$ cat src/pkg/bsw_pkg.sv
// constants and types shared by the stopwatch timer block
package bsw_pkg;

   // bus geometry
   localparam int ADDR_W     = 18;
   localparam int DATA_W     = 32;
   localparam int IDX_W      = 16;
   localparam int BYTE_SHIFT = 2;

   // register indices; byte address is index times four
   localparam logic [IDX_W-1:0] IDX_CTRL  = 16'hFF7C;
   localparam logic [IDX_W-1:0] IDX_HUND  = 16'hFF7D;
   localparam logic [IDX_W-1:0] IDX_TENTH = 16'hFF7E;
   localparam logic [IDX_W-1:0] IDX_IEN   = 16'hFFE7;
   localparam logic [IDX_W-1:0] IDX_FLAG  = 16'hFFF7;

   // field positions
   localparam int RUN_BIT   = 0;
   localparam int CLEAR_BIT = 1;
   localparam int TENTH_BIT = 0;
   localparam int ONE_BIT   = 1;
   localparam int NUM_EV    = 2;
   localparam int DIGIT_W   = 4;

   // reset and digit values
   localparam logic [DIGIT_W-1:0] DIGIT_ZERO = 4'h0;
   localparam logic [DIGIT_W-1:0] DIGIT_MAX  = 4'h9;
   localparam logic [NUM_EV-1:0]  EV_RESET   = 2'h0;

   // step pattern: 100 steps spread over 256 source ticks
   localparam int TICK_HZ = 256;
   localparam int STEP_HZ = 100;
   localparam int ACC_W   = 9;
   localparam logic [ACC_W-1:0] ACC_ZERO = 9'h000;
   localparam logic [ACC_W-1:0] ACC_STEP = ACC_W'(STEP_HZ);
   localparam logic [ACC_W-1:0] ACC_MOD  = ACC_W'(TICK_HZ);

   // axi responses
   localparam logic [1:0] RESP_OKAY   = 2'h0;
   localparam logic [1:0] RESP_SLVERR = 2'h2;

   typedef enum logic [2:0] {
      BSW_SEL_NONE  = 3'h0,
      BSW_SEL_CTRL  = 3'h1,
      BSW_SEL_HUND  = 3'h2,
      BSW_SEL_TENTH = 3'h3,
      BSW_SEL_IEN   = 3'h4,
      BSW_SEL_FLAG  = 3'h5
   } bsw_sel_t;

   typedef enum logic [1:0] {
      BSW_ST_IDLE = 2'b01,
      BSW_ST_RESP = 2'b10
   } bsw_state_t;

endpackage

$ cat src/hw/bsw_stopwatch.sv
// two-digit bcd stopwatch timer with axi4-lite register slave
//
// Functional notes
// RULE1: two cascaded 4-bit bcd digits, readable, lower one near 100 Hz.
// RULE2: lower digit steps from 256 Hz at spacings of two and three ticks.
// RULE3: upper digit steps on lower wraps, ten of them make one second.
// RULE4: lower 9-to-0 wrap sets tenth flag, upper wrap sets one-sec flag.
// RULE5: flags set on wraps whatever the mask; mask gates only the request.
// RULE6: mask bit 0 is tenth-second, bit 1 one-second, one enables.
// RULE7: flags read one after an event, write one clears, zero does nothing.
// RULE8: both digits are read-only, writes ignored, reset clears them.
// RULE9: writing one to control bit 1 clears both digits, it reads as zero.
// RULE10: clear while running resumes from zero, while stopped holds zero.
// RULE11: control bit 0 is readable run enable; digits hold while it is zero.
// RULE12: reset clears run enable so the stopwatch starts stopped.
// RULE13: software stops, reads both digits, restarts within 976 us.
// RULE14: reset clears both mask bits and both event flags.
// RULE15: the handler clears the pending flag before re-enabling interrupts.
// RULE16: interrupt request is high while a flag and its enable are set.
//
// Decided for this implementation: the AXI4-Lite interface to the registers.
`timescale 1ns/1ps

module bsw_stopwatch
#(
   parameter int ADDR_W = bsw_pkg::ADDR_W,
   parameter int DATA_W = bsw_pkg::DATA_W
)
(
   input  wire logic                sys_clk_in,
   input  wire logic                srst_in,
   input  wire logic                ce_in,
   input  wire logic                tick_256hz_in,
   input  wire logic [ADDR_W-1:0]   s_axi_awaddr_in,
   input  wire logic                s_axi_awvalid_in,
   output logic                     s_axi_awready_out,
   input  wire logic [DATA_W-1:0]   s_axi_wdata_in,
   input  wire logic [DATA_W/8-1:0] s_axi_wstrb_in,
   input  wire logic                s_axi_wvalid_in,
   output logic                     s_axi_wready_out,
   output logic [1:0]               s_axi_bresp_out,
   output logic                     s_axi_bvalid_out,
   input  wire logic                s_axi_bready_in,
   input  wire logic [ADDR_W-1:0]   s_axi_araddr_in,
   input  wire logic                s_axi_arvalid_in,
   output logic                     s_axi_arready_out,
   output logic [DATA_W-1:0]        s_axi_rdata_out,
   output logic [1:0]               s_axi_rresp_out,
   output logic                     s_axi_rvalid_out,
   input  wire logic                s_axi_rready_in,
   output logic                     irq_out
);

   ////////////////////////////////////////////////////////////////////////
   // address decode, shared by the write and read paths

   function automatic bsw_pkg::bsw_sel_t decode_sel
   (
      input logic [ADDR_W-1:0] addr
   );
      logic [bsw_pkg::IDX_W-1:0] idx;
      idx = addr[bsw_pkg::BYTE_SHIFT +: bsw_pkg::IDX_W];
      case (idx)
         bsw_pkg::IDX_CTRL:  decode_sel = bsw_pkg::BSW_SEL_CTRL;
         bsw_pkg::IDX_HUND:  decode_sel = bsw_pkg::BSW_SEL_HUND;
         bsw_pkg::IDX_TENTH: decode_sel = bsw_pkg::BSW_SEL_TENTH;
         bsw_pkg::IDX_IEN:   decode_sel = bsw_pkg::BSW_SEL_IEN;
         bsw_pkg::IDX_FLAG:  decode_sel = bsw_pkg::BSW_SEL_FLAG;
         default:            decode_sel = bsw_pkg::BSW_SEL_NONE;
      endcase
   endfunction

   ////////////////////////////////////////////////////////////////////////
   // declarations

   localparam int DW = bsw_pkg::DIGIT_W;
   localparam int NE = bsw_pkg::NUM_EV;
   localparam int AW = bsw_pkg::ACC_W;

   logic [1:0]              tick_sync_r;
   logic                    tick_prev_r;
   logic                    tick;

   logic                    run_r;
   logic [DW-1:0]           hund_r;
   logic [DW-1:0]           tenth_r;
   logic [AW-1:0]           acc_r;
   logic [AW-1:0]           acc_sum;
   logic                    step;
   logic                    lo_wrap;
   logic                    hi_wrap;

   logic [NE-1:0]           mask_r;
   logic [NE-1:0]           flag_r;
   logic [NE-1:0]           event_set;
   logic [NE-1:0]           flag_clr;

   bsw_pkg::bsw_state_t     wstate_r;
   bsw_pkg::bsw_state_t     rstate_r;
   logic                    aw_hold_r;
   logic                    w_hold_r;
   logic [ADDR_W-1:0]       aw_addr_r;
   logic [DATA_W-1:0]       w_data_r;
   logic                    w_lane0_r;
   logic [1:0]              bresp_r;
   logic [DATA_W-1:0]       rdata_r;
   logic [1:0]              rresp_r;

   logic                    aw_take;
   logic                    w_take;
   logic                    wr_go;
   logic                    ar_take;
   bsw_pkg::bsw_sel_t       wr_sel;
   bsw_pkg::bsw_sel_t       rd_sel;
   logic                    wr_ctrl;
   logic                    wr_ien;
   logic                    wr_flag;
   logic                    clear_wr;
   logic [DATA_W-1:0]       rd_word;

   ////////////////////////////////////////////////////////////////////////
   // 256 Hz source from the low-speed oscillator domain

   always_ff @(posedge sys_clk_in)
   begin
      if (srst_in)
      begin
         tick_sync_r <= 2'h0;
         tick_prev_r <= 1'b0;
      end
      else if (ce_in)
      begin
         tick_sync_r <= {tick_sync_r[0], tick_256hz_in};
         tick_prev_r <= tick_sync_r[1];
      end
   end

   // one pulse per rising edge of the synchronised source
   assign tick = tick_sync_r[1] & ~tick_prev_r;

   ////////////////////////////////////////////////////////////////////////
   // step pattern and digit cascade

   // RULE2: 2/256 and 3/256 spacing
   // accumulating 100 per tick gives 100 evenly spread steps per 256
   assign acc_sum = acc_r + bsw_pkg::ACC_STEP;
   assign step    = run_r & tick & (acc_sum >= bsw_pkg::ACC_MOD);

   // RULE4: nine to zero wraps
   assign lo_wrap = step & (hund_r == bsw_pkg::DIGIT_MAX);
   // RULE3: upper clocked by lower wraps
   assign hi_wrap = lo_wrap & (tenth_r == bsw_pkg::DIGIT_MAX);

   // RULE9: clear bit write decode
   assign clear_wr = wr_ctrl & w_data_r[bsw_pkg::CLEAR_BIT];

   always_ff @(posedge sys_clk_in)
   begin
      if (srst_in)
      begin
         acc_r <= bsw_pkg::ACC_ZERO;
      end
      else if (ce_in)
      begin
         // RULE10: clear restarts the phase too
         if (clear_wr)
         begin
            acc_r <= bsw_pkg::ACC_ZERO;
         end
         // RULE11: phase frozen while stopped
         else if (run_r && tick)
         begin
            if (acc_sum >= bsw_pkg::ACC_MOD)
            begin
               acc_r <= acc_sum - bsw_pkg::ACC_MOD;
            end
            else
            begin
               acc_r <= acc_sum;
            end
         end
      end
   end

   always_ff @(posedge sys_clk_in)
   begin
      // RULE8: digits zero after reset
      if (srst_in)
      begin
         hund_r  <= bsw_pkg::DIGIT_ZERO;
         tenth_r <= bsw_pkg::DIGIT_ZERO;
      end
      else if (ce_in)
      begin
         // RULE9: clear zeroes both digits
         // clear wins over a step in the same cycle
         if (clear_wr)
         begin
            hund_r  <= bsw_pkg::DIGIT_ZERO;
            tenth_r <= bsw_pkg::DIGIT_ZERO;
         end
         // RULE1: cascaded bcd digits
         else if (step)
         begin
            if (lo_wrap)
            begin
               hund_r <= bsw_pkg::DIGIT_ZERO;
            end
            else
            begin
               hund_r <= hund_r + 4'h1;
            end
            if (hi_wrap)
            begin
               tenth_r <= bsw_pkg::DIGIT_ZERO;
            end
            else if (lo_wrap)
            begin
               tenth_r <= tenth_r + 4'h1;
            end
         end
      end
   end

   ////////////////////////////////////////////////////////////////////////
   // control, mask and flag registers

   always_ff @(posedge sys_clk_in)
   begin
      // RULE12: stopped after reset
      if (srst_in)
      begin
         run_r <= 1'b0;
      end
      // RULE11: run enable write
      else if (ce_in && wr_ctrl)
      begin
         run_r <= w_data_r[bsw_pkg::RUN_BIT];
      end
   end

   always_ff @(posedge sys_clk_in)
   begin
      // RULE14: masks cleared at reset
      if (srst_in)
      begin
         mask_r <= bsw_pkg::EV_RESET;
      end
      // RULE6: mask write
      else if (ce_in && wr_ien)
      begin
         mask_r <= w_data_r[NE-1:0];
      end
   end

   // RULE5: events ignore the mask
   assign event_set[bsw_pkg::TENTH_BIT] = lo_wrap;
   assign event_set[bsw_pkg::ONE_BIT]   = hi_wrap;
   assign flag_clr = wr_flag ? w_data_r[NE-1:0] : bsw_pkg::EV_RESET;

   generate
      for (genvar i = 0; i < NE; i++)
      begin : g_flag
         always_ff @(posedge sys_clk_in)
         begin
            // RULE14: flags cleared at reset
            if (srst_in)
            begin
               flag_r[i] <= 1'b0;
            end
            // RULE7: write one clears, set wins
            else if (ce_in)
            begin
               flag_r[i] <= event_set[i] | (flag_r[i] & ~flag_clr[i]);
            end
         end
      end
   endgenerate

   // RULE16: level request from enabled flags
   assign irq_out = |(flag_r & mask_r);

   ////////////////////////////////////////////////////////////////////////
   // axi4-lite write channel

   // address and data may arrive in either order; each is parked
   assign s_axi_awready_out = ce_in & ~aw_hold_r;
   assign s_axi_wready_out  = ce_in & ~w_hold_r;
   assign aw_take = s_axi_awvalid_in & s_axi_awready_out;
   assign w_take  = s_axi_wvalid_in & s_axi_wready_out;
   assign wr_go   = ce_in & aw_hold_r & w_hold_r
                    & (wstate_r == bsw_pkg::BSW_ST_IDLE);

   assign wr_sel  = decode_sel(aw_addr_r);
   // only lane 0 carries register bits, so it alone gates a write
   assign wr_ctrl = wr_go & w_lane0_r & (wr_sel == bsw_pkg::BSW_SEL_CTRL);
   assign wr_ien  = wr_go & w_lane0_r & (wr_sel == bsw_pkg::BSW_SEL_IEN);
   assign wr_flag = wr_go & w_lane0_r & (wr_sel == bsw_pkg::BSW_SEL_FLAG);

   always_ff @(posedge sys_clk_in)
   begin
      if (srst_in)
      begin
         aw_hold_r <= 1'b0;
         aw_addr_r <= '0;
      end
      else if (ce_in)
      begin
         if (aw_take)
         begin
            aw_hold_r <= 1'b1;
            aw_addr_r <= s_axi_awaddr_in;
         end
         else if (wr_go)
         begin
            aw_hold_r <= 1'b0;
         end
      end
   end

   always_ff @(posedge sys_clk_in)
   begin
      if (srst_in)
      begin
         w_hold_r  <= 1'b0;
         w_data_r  <= '0;
         w_lane0_r <= 1'b0;
      end
      else if (ce_in)
      begin
         if (w_take)
         begin
            w_hold_r  <= 1'b1;
            w_data_r  <= s_axi_wdata_in;
            w_lane0_r <= s_axi_wstrb_in[0];
         end
         else if (wr_go)
         begin
            w_hold_r <= 1'b0;
         end
      end
   end

   always_ff @(posedge sys_clk_in)
   begin
      if (srst_in)
      begin
         wstate_r <= bsw_pkg::BSW_ST_IDLE;
         bresp_r  <= bsw_pkg::RESP_OKAY;
      end
      else if (ce_in)
      begin
         case (wstate_r)
            bsw_pkg::BSW_ST_IDLE:
            begin
               if (wr_go)
               begin
                  wstate_r <= bsw_pkg::BSW_ST_RESP;
                  // RULE8: digit writes accepted, ignored
                  if (wr_sel == bsw_pkg::BSW_SEL_NONE)
                  begin
                     bresp_r <= bsw_pkg::RESP_SLVERR;
                  end
                  else
                  begin
                     bresp_r <= bsw_pkg::RESP_OKAY;
                  end
               end
            end
            bsw_pkg::BSW_ST_RESP:
            begin
               if (s_axi_bready_in)
               begin
                  wstate_r <= bsw_pkg::BSW_ST_IDLE;
               end
            end
            default:
            begin
               wstate_r <= bsw_pkg::BSW_ST_IDLE;
            end
         endcase
      end
   end

   assign s_axi_bvalid_out = (wstate_r == bsw_pkg::BSW_ST_RESP);
   assign s_axi_bresp_out  = bresp_r;

   ////////////////////////////////////////////////////////////////////////
   // axi4-lite read channel

   assign s_axi_arready_out = ce_in & (rstate_r == bsw_pkg::BSW_ST_IDLE);
   assign ar_take = s_axi_arvalid_in & s_axi_arready_out;
   assign rd_sel  = decode_sel(s_axi_araddr_in);

   always_comb
   begin
      rd_word = '0;
      case (rd_sel)
         // RULE9: clear bit reads as zero
         bsw_pkg::BSW_SEL_CTRL: rd_word[bsw_pkg::RUN_BIT] = run_r;
         bsw_pkg::BSW_SEL_HUND: rd_word[DW-1:0] = hund_r;
         bsw_pkg::BSW_SEL_TENTH: rd_word[DW-1:0] = tenth_r;
         bsw_pkg::BSW_SEL_IEN: rd_word[NE-1:0] = mask_r;
         bsw_pkg::BSW_SEL_FLAG: rd_word[NE-1:0] = flag_r;
         default: rd_word = '0;
      endcase
   end

   always_ff @(posedge sys_clk_in)
   begin
      if (srst_in)
      begin
         rstate_r <= bsw_pkg::BSW_ST_IDLE;
         rdata_r  <= '0;
         rresp_r  <= bsw_pkg::RESP_OKAY;
      end
      else if (ce_in)
      begin
         case (rstate_r)
            bsw_pkg::BSW_ST_IDLE:
            begin
               if (ar_take)
               begin
                  rstate_r <= bsw_pkg::BSW_ST_RESP;
                  rdata_r  <= rd_word;
                  if (rd_sel == bsw_pkg::BSW_SEL_NONE)
                  begin
                     rresp_r <= bsw_pkg::RESP_SLVERR;
                  end
                  else
                  begin
                     rresp_r <= bsw_pkg::RESP_OKAY;
                  end
               end
            end
            bsw_pkg::BSW_ST_RESP:
            begin
               if (s_axi_rready_in)
               begin
                  rstate_r <= bsw_pkg::BSW_ST_IDLE;
               end
            end
            default:
            begin
               rstate_r <= bsw_pkg::BSW_ST_IDLE;
            end
         endcase
      end
   end

   assign s_axi_rvalid_out = (rstate_r == bsw_pkg::BSW_ST_RESP);
   assign s_axi_rdata_out  = rdata_r;
   assign s_axi_rresp_out  = rresp_r;

endmodule

$ cat config.mk
export PLATFORM = sky130hd
export DESIGN_NAME = bsw_stopwatch
export DESIGN_NICKNAME = d
export VERILOG_FILES = /design/src/pkg/bsw_pkg.sv /design/src/hw/bsw_stopwatch.sv
export SDC_FILE = /design/constraint.sdc
export NUM_CORES = 1
export LEC_CHECK = 0
export BUFFER_PORTS_ARGS = -buffer_cell sky130_fd_sc_hd__buf_4
export CORE_MARGIN = 4
export CORE_UTILIZATION = 41
export DETAILED_ROUTE_END_ITERATION = 16
export PLACE_DENSITY = 0.7
export SYNTH_ARGS = -nofsm -noshare
export SYNTH_HDL_FRONTEND = slang
export SYNTH_SLANG_ARGS = --single-unit
$ cat constraint.sdc
create_clock -name sys_clk_in -period 4.96 [get_ports sys_clk_in]
set_input_delay 0.496 -clock sys_clk_in [delete_from_list [all_inputs] [get_ports sys_clk_in]]
set_output_delay 0.496 -clock sys_clk_in [all_outputs]
set_load 0.1 [all_outputs]
; ---- Yosys cells after proc, flatten, opt, wreduce, memory -nomap -nowiden
; Index checks and enable logic that the tools add are counted.
; W data, S select, Z words.
[word_totals]
out_inout_bits = 42
reg_bits = 60
input_bits = 81
[op_classes]
eq_ne = 28
magnitude_cmp = 1
muxes = 27
bitwise_logic = 29
n_reduce_logical = 22
n_addsub = 4
[ops]
columns = operator, n
row1 = $eq A16 B16 Y1 const B, 10
row2 = $pmux W3 S5, 2
row3 = $mux W4, 7
row4 = $mux W9, 3
row5 = $and A1 B1 Y1, 21
row6 = $reduce_and A3 Y1, 5
row7 = $mux W2, 7
row8 = $eq A3 B3 Y1 const B, 4
row9 = $pmux W2 S2, 3
row10 = $reduce_and A2 Y1, 6
row11 = $add A9 B7 Y9 const B, 1
row12 = $ge A9 B9 Y1 const B, 1
row13 = $sub A9 B9 Y9 const B, 1
row14 = $add A4 B1 Y4 const B, 2
row15 = $eq A4 B4 Y1 const B, 2
row16 = $reduce_bool A2 Y1, 4
row17 = $eq A3 B1 Y1 const B, 2
row18 = $eq A3 B2 Y1 const B, 2
row19 = $logic_not A3 Y1, 2
row20 = $not A1 Y1, 5
row21 = $pmux W1 S5, 1
row22 = $eq A2 B1 Y1 const B, 2
row23 = $eq A2 B2 Y1 const B, 2
row24 = $ne A2 B1 Y1 const B, 2
row25 = other kinds (8), 14

; ---- Logic depth before layout (Yosys ltp)
[depth]
ltp_word = 9
mapped_depth = 8
depth_no_buf = 8

; ---- Least setup slack after synthesis
; No wires, ideal clock.
[synth_timing]
kind = input-to-reg
startpoint = input port ce_in
endpoint = register aw_addr_r[10]
stages = 7
t_required_ns = 4.889
arrival_ns = 2.790
path_slack_ns = 2.099
n_path_buf = 2
path_cell_list = inv_2 nor2_1 and2_1 clkbuf_1 clkbuf_1 nand2_1 a21oi_1
[synth_via]
elab_chain_len = 3
[synth_rtl]
columns = item, line_no
row1 = from (decl), bsw_stopwatch.sv:32  ; input wire logic ce_in,
row2 = $and A1 B1 Y1, bsw_stopwatch.sv:287  ; assign s_axi_awready_out = ce_in & ~aw_hold_r;
row3 = named net s_axi_awready_out, bsw_stopwatch.sv:36  ; output logic s_axi_awready_out,
row4 = $and A1 B1 Y1, bsw_stopwatch.sv:289  ; assign aw_take = s_axi_awvalid_in & s_axi_awready_out;
row5 = $reduce_and A2 Y1 (no source line), --
row6 = to (signal assigned), bsw_stopwatch.sv:312  ; aw_addr_r <= s_axi_awaddr_in;
row7 = to (decl), bsw_stopwatch.sv:102  ; logic [ADDR_W-1:0] aw_addr_r;
; The timed path passes the listed nets, and every way through them passes these cells.
; A chain may end at the register's enable or synchronous reset.

; ---- Worst setup path after layout
[layout_timing]
startpoint = register acc_r[2]
endpoint = register hund_r[2]
[layout_via]
elab_chain_len = 7
word_cells_on_any_way = 9
[layout_rtl]
columns = item, line_no
row1 = from (decl), bsw_stopwatch.sv:87  ; logic [AW-1:0] acc_r;
row2 = from (signal assigned), bsw_stopwatch.sv:161  ; acc_r <= bsw_pkg::ACC_ZERO;
row3 = from (signal assigned), bsw_stopwatch.sv:168  ; acc_r <= bsw_pkg::ACC_ZERO;
row4 = from (signal assigned), bsw_stopwatch.sv:175  ; acc_r <= acc_sum - bsw_pkg::ACC_MOD;
row5 = $add A9 B7 Y9 (*), bsw_stopwatch.sv:146  ; assign acc_sum = acc_r + bsw_pkg::ACC_STEP;
row6 = $ge A9 B9 Y1 (*), bsw_stopwatch.sv:147  ; assign step = run_r & tick & (acc_sum >= bsw_pkg::ACC_MOD);
row7 = $and A1 B1 Y1 (*), bsw_stopwatch.sv:147
row8 = $and A1 B1 Y1, bsw_stopwatch.sv:150  ; assign lo_wrap = step & (hund_r == bsw_pkg::DIGIT_MAX);
row9 = $mux W4, bsw_stopwatch.sv:205  ; if (lo_wrap)
row10 = $mux W4, bsw_stopwatch.sv:203  ; else if (step)
row11 = $mux W4, bsw_stopwatch.sv:197  ; if (clear_wr)
row12 = to (signal assigned), bsw_stopwatch.sv:199  ; hund_r <= bsw_pkg::DIGIT_ZERO;
row13 = to (signal assigned), bsw_stopwatch.sv:207  ; hund_r <= bsw_pkg::DIGIT_ZERO;
row14 = to (signal assigned), bsw_stopwatch.sv:211  ; hund_r <= hund_r + 4'h1;
row15 = to (decl), bsw_stopwatch.sv:85  ; logic [DW-1:0] hund_r;
; Every way passes the cells marked *; elsewhere a longest branch is shown, timed or not. The select of a mux whose other input is x is not followed.

==> results list <==
- Accumulated negative setup slack: 0 ns
- Placement Setup Slack: 2.55 ns
- Yosys printed 0 warnings.
- After detailed routing, the number of vias per cell comes to 5.00.
- Across the VDD grid, the largest voltage drop is 0.140 mV.
* Smallest setup slack after layout: 2.57 ns
* Register share of total power: 51.2%
* Sequential fraction of the synthesis area: 37.8%
- The worst path in the final design needs a cycle of 2.39 ns, including I/O delays and setup.
* Post-synth EDFFs: 0
- Sinks on the clock net: 54
- Vias: 2499
- Type of element capturing the critical path: register
- After Yosys synthesis, XOR and XNOR cells account for 0.613% of the synthesized area.
- Data arrives at the worst endpoint at 2.62 ns.
- The analysis attributes to net switching a power of 301 uW.
- TritonCTS built the clock tree.
- Highest clock frequency the design can meet: 418 MHz
- Crit Path Class: register to register
* Min-Delay Path Depth: 3
- Routed Antenna Nets: 0
- Post-CTS repair changed the size of 0 cells.
* Power per cell area: 269 nW/um^2
- Dividing the detail-routed wire length by the instance count gives 12.1 um.
- Among cell families on the critical path, the largest total delay comes from simple AND/OR/NAND/NOR gates.
- Transition time at the pin with the least slew margin: 0.590 ns
- In this run the tightest slew margin relative to its limit is 60.1%.
* Hold Fails Final Rpt: 0
* Number of remaining DRC errors: 0
- Summed over all layers, the routed wires come to 6.04 mm.
* Switching part of the total power: 34.1%
- Clock-pin slew was measured on the worst setup and hold paths at 0.09 ns.
- The detailed router finished its first iteration with 116 violations.
* Proportion of synthesized flip-flops having asynchronous set or reset: 0%
- From synthesis to final layout, the design area changed by 14.6%.
* Post-layout net count: 490
- The number of hold buffers added after CTS was 0.
- Synthesis produced a netlist whose cell count is 357.
* Post-DP HPWL: 4.45 mm
- Summed over all cells, the static leakage comes to 0.00127 uW.
- Post-Syn Area per Cell: 8.00 um^2
- # placed instances: 493
* First-pass detailed-route iteration total: 4
- Root buffer cell: clkbuf_8
* Post-synthesis compound-gate area fraction: 17.7%
- Power share of the clock group: 26.6%
- The total overflow left after global routing is 0.
- The via count of the first global-routing pass is 2333.
* Layout cell share with drive strength beyond 1: 17.8%
* Worst stage delay on the critical path: 0.53 ns
- For the worst setup path, the data required time is 5.19 ns.
- Number of different library cells in the post-synthesis netlist: 55
* Class of the worst hold path: primary input to register
* Inserted Diodes: 0
- Number of buffers added for setup after CTS: 0
- Area of the mapped netlist: 2860 um^2
* Worst flop-to-flop path startpoint: acc_r[2]
- CP max stage cell: nor4b_1
* Floorplan die height: 91.5 um
- In this run the critical register-to-register path is captured at hund_r[2].
- Of the post-synthesis cell area, the part taken by muxes is 3.59%.
- In this run the tool buffered the top-level ports with 55 buffer cells.
* Commonest register cell after synthesis: dfxtp_1
- Together, buffers and inverters on the worst path number 0.
- In this run the worst path has a maximum fanout of 7.
- After synthesis, the largest family of logic cells by area is simple AND/OR/NAND/NOR gates.
- Number of top-level design ports: 123
- The first global-routing pass estimated 10.2 mm of wire.
- The critical path goes through ha_1, a211o_1, a211o_2, nand2_1, nor4b_1, nand3b_1, a31oi_1.
- Final weighted congestion in routability-driven placement: 0.851
* Die width: 91.5 um
- The startpoint identified for the worst hold timing path is tick_256hz_in.
- The die covers 8370 um^2.
- Maximum number of pins on one net before global-route repair: 57
- With fillers left out, the area of the finished cells amounts to 3280 um^2.
* Comb power frac: 22.2%
- H-tree levels: 2
- Fraction of the mapped netlist area in adder cells: 2.19%
* Antenna violations before repair: 0
- FF-to-FF path depth: 7
- Final setup violation count: 0
- Final max-slew violation count: 0
- Clock skew: 0.00450 ns
* Number of placement rows: 30
* Critical Path Source Type: register
- The tool flagged a number of max-cap violations equal to 0.
- At the later pin of the worst-skew pair, clock insertion delay measures 0.30 ns.
- Layout filler cell count: 649
* Number of non-filler instances in the completed layout: 500
- The clock passes through at most 2 buffers.
* Core occupancy in the finished layout: 48.2%
- Setup repair after global routing missed its margin: no
- Cts bufs inserted: 5
- In this run the standard cell core region covers 6790 um^2.
* Cell Area, Placed: 3190 um^2
- Synthesized-area fraction occupied by and/or/nand/nor cells: 26.3%
- Hold worst-path end: tick_sync_r[0]
* Flip-flop and latch count after synthesis: 54
- Tcrit/Tclk final: 48.3%
- Register-to-register setup slack: 2.57 ns
- Power Internal: 581 uW
- Result of the run: finished clean
- Overall global routing resource usage: 14.2%
- Once the floorplan was initialized, standard cells occupied 42.1% of the core.
[cells by family (layout without fill, tap and decap cells)]
family,after synthesis,in the layout
other,1,30
DFF,54,54
adders and majority gates,5,5
and+or+nand+nor,150,150
muxes,10,10
AOI/OAI and AO/OA,84,84
xor gates and xnor gates,2,2
buffers and inverters,51,69
[cell usage after synthesis, types with 2 or more instances]
library cell | instances | area share [%]
nand2b_1 | 3 | 0.66
nand4b_1 | 2 | 0.61
nand3_1 | 13 | 2.3
ha_1 | 5 | 2.2
o21a_1 | 2 | 0.53
a2bb2oi_1 | 2 | 0.61
and4b_1 | 2 | 0.70
and2_1 | 3 | 0.66
clkbuf_8 | 2 | 0.96
a21oi_1 | 42 | 7.4
a22oi_1 | 5 | 1.3
nand2_1 | 63 | 8.3
mux2_2 | 2 | 0.79
xnor2_1 | 2 | 0.61
mux2i_1 | 8 | 2.8
nor2_1 | 27 | 3.5
nand4_1 | 9 | 2.0
or4_1 | 2 | 0.53
clkbuf_1 | 9 | 1.2
nor3_1 | 4 | 0.70
a31oi_1 | 3 | 0.66
o21ai_0 | 15 | 2.6
inv_1 | 6 | 0.79
nand3b_1 | 5 | 1.3
buf_4 | 30 | 7.9
a211o_1 | 2 | 0.61
a21o_1 | 3 | 0.79
nor2b_1 | 3 | 0.66
dfxtp_1 | 54 | 38
nor3b_1 | 3 | 0.79
or3_1 | 2 | 0.44
[power by group through the flow]
stage,combinational [uW],clock [uW],sequential [uW]
global route,206,262,454
global placement,194,0,462
floorplan,172,0,466
CTS,195,249,452
detailed placement,195,0,462
finish,196,234,452
[stage by stage]
step | total power, uW | hold WS [ns]
2_1_floorplan | 638 | 0.434
3_3_place_gp | 656 | 0.443
3_5_place_dp | 657 | 0.450
4_1_cts | 896 | 0.417
5_1_grt | 922 | 0.433
6_report | 882 | 0.430
[cells in the final DEF (no fill, tap or decap), types with 2 or more instances in the layout]
cell	n
nand2_1	63
buf_4	55
dfxtp_1	54
a21oi_1	42
conb_1	30
nor2_1	27
o21ai_0	15
nand3_1	13
nand4_1	9
mux2i_1	8
inv_1	6
nand3b_1	5
a22oi_1	5
ha_1	5
clkbuf_8	5
nor3_1	4
nor2b_1	3
and2_1	3
nor3b_1	3
a31oi_1	3
nand2b_1	3
a21o_1	3
and4b_1	2
o21a_1	2
mux2_2	2
xnor2_1	2
or3_1	2
nand4b_1	2
a211o_1	2
a2bb2oi_1	2
or4_1	2
[worst max-delay path by stage]
stage,startpoint,end,slack (ns),cells past startpoint
after floorplan,ce_in,aw_addr_r[10],2.10,7
after global placement,ce_in,hund_r[3],2.55,6
after detailed placement,ce_in,hund_r[3],2.55,6
after CTS,acc_r[2],hund_r[2],2.57,7
after global routing,acc_r[2],hund_r[2],2.32,7
final,acc_r[2],hund_r[2],2.57,7
[routing by layer]
layer  GRT usage, %  up-vias  routed length (um)
met3           2.15        8                 321
met2           25.1       72                3030
met4           5.53        0                 102
li1               -     1285                   -
met1           17.2     1134                2580
met5              0        -                   0
[cell type report]
class	count	area (um^2)	share of cell area, %
sequential	54	1080	33.0
tap	96	120	3.67
clock inverter	2	13.8	0.420
timing repair buffer	55	413	12.6
clock buffer	5	68.8	2.10
inverter	7	26.3	0.802
multi-input combinational	281	1550	47.4
[sequential cells by signal (all words and copies together) (netlist names)]
register and flops:
tick_sync_r 2, wstate_r 2, tick_prev_r 1, flag_r 2
aw_hold_r 1, mask_r 2, s_axi_rresp_out 1, rstate_r 2
w_hold_r 1, aw_addr_r 16, s_axi_bresp_out 1, w_data_r 2
w_lane0_r 1, tenth_r 4, hund_r 4, s_axi_rdata_out 4
acc_r 7, run_r 1
[tightest hold or removal path: cells and delay by family]
kind | cells | cell delay [ns]
buf+inv | 1 | 0.07
simple gates | 1 | 0.07
mux | 1 | 0.05
Power figures use the tool's default switching activity.
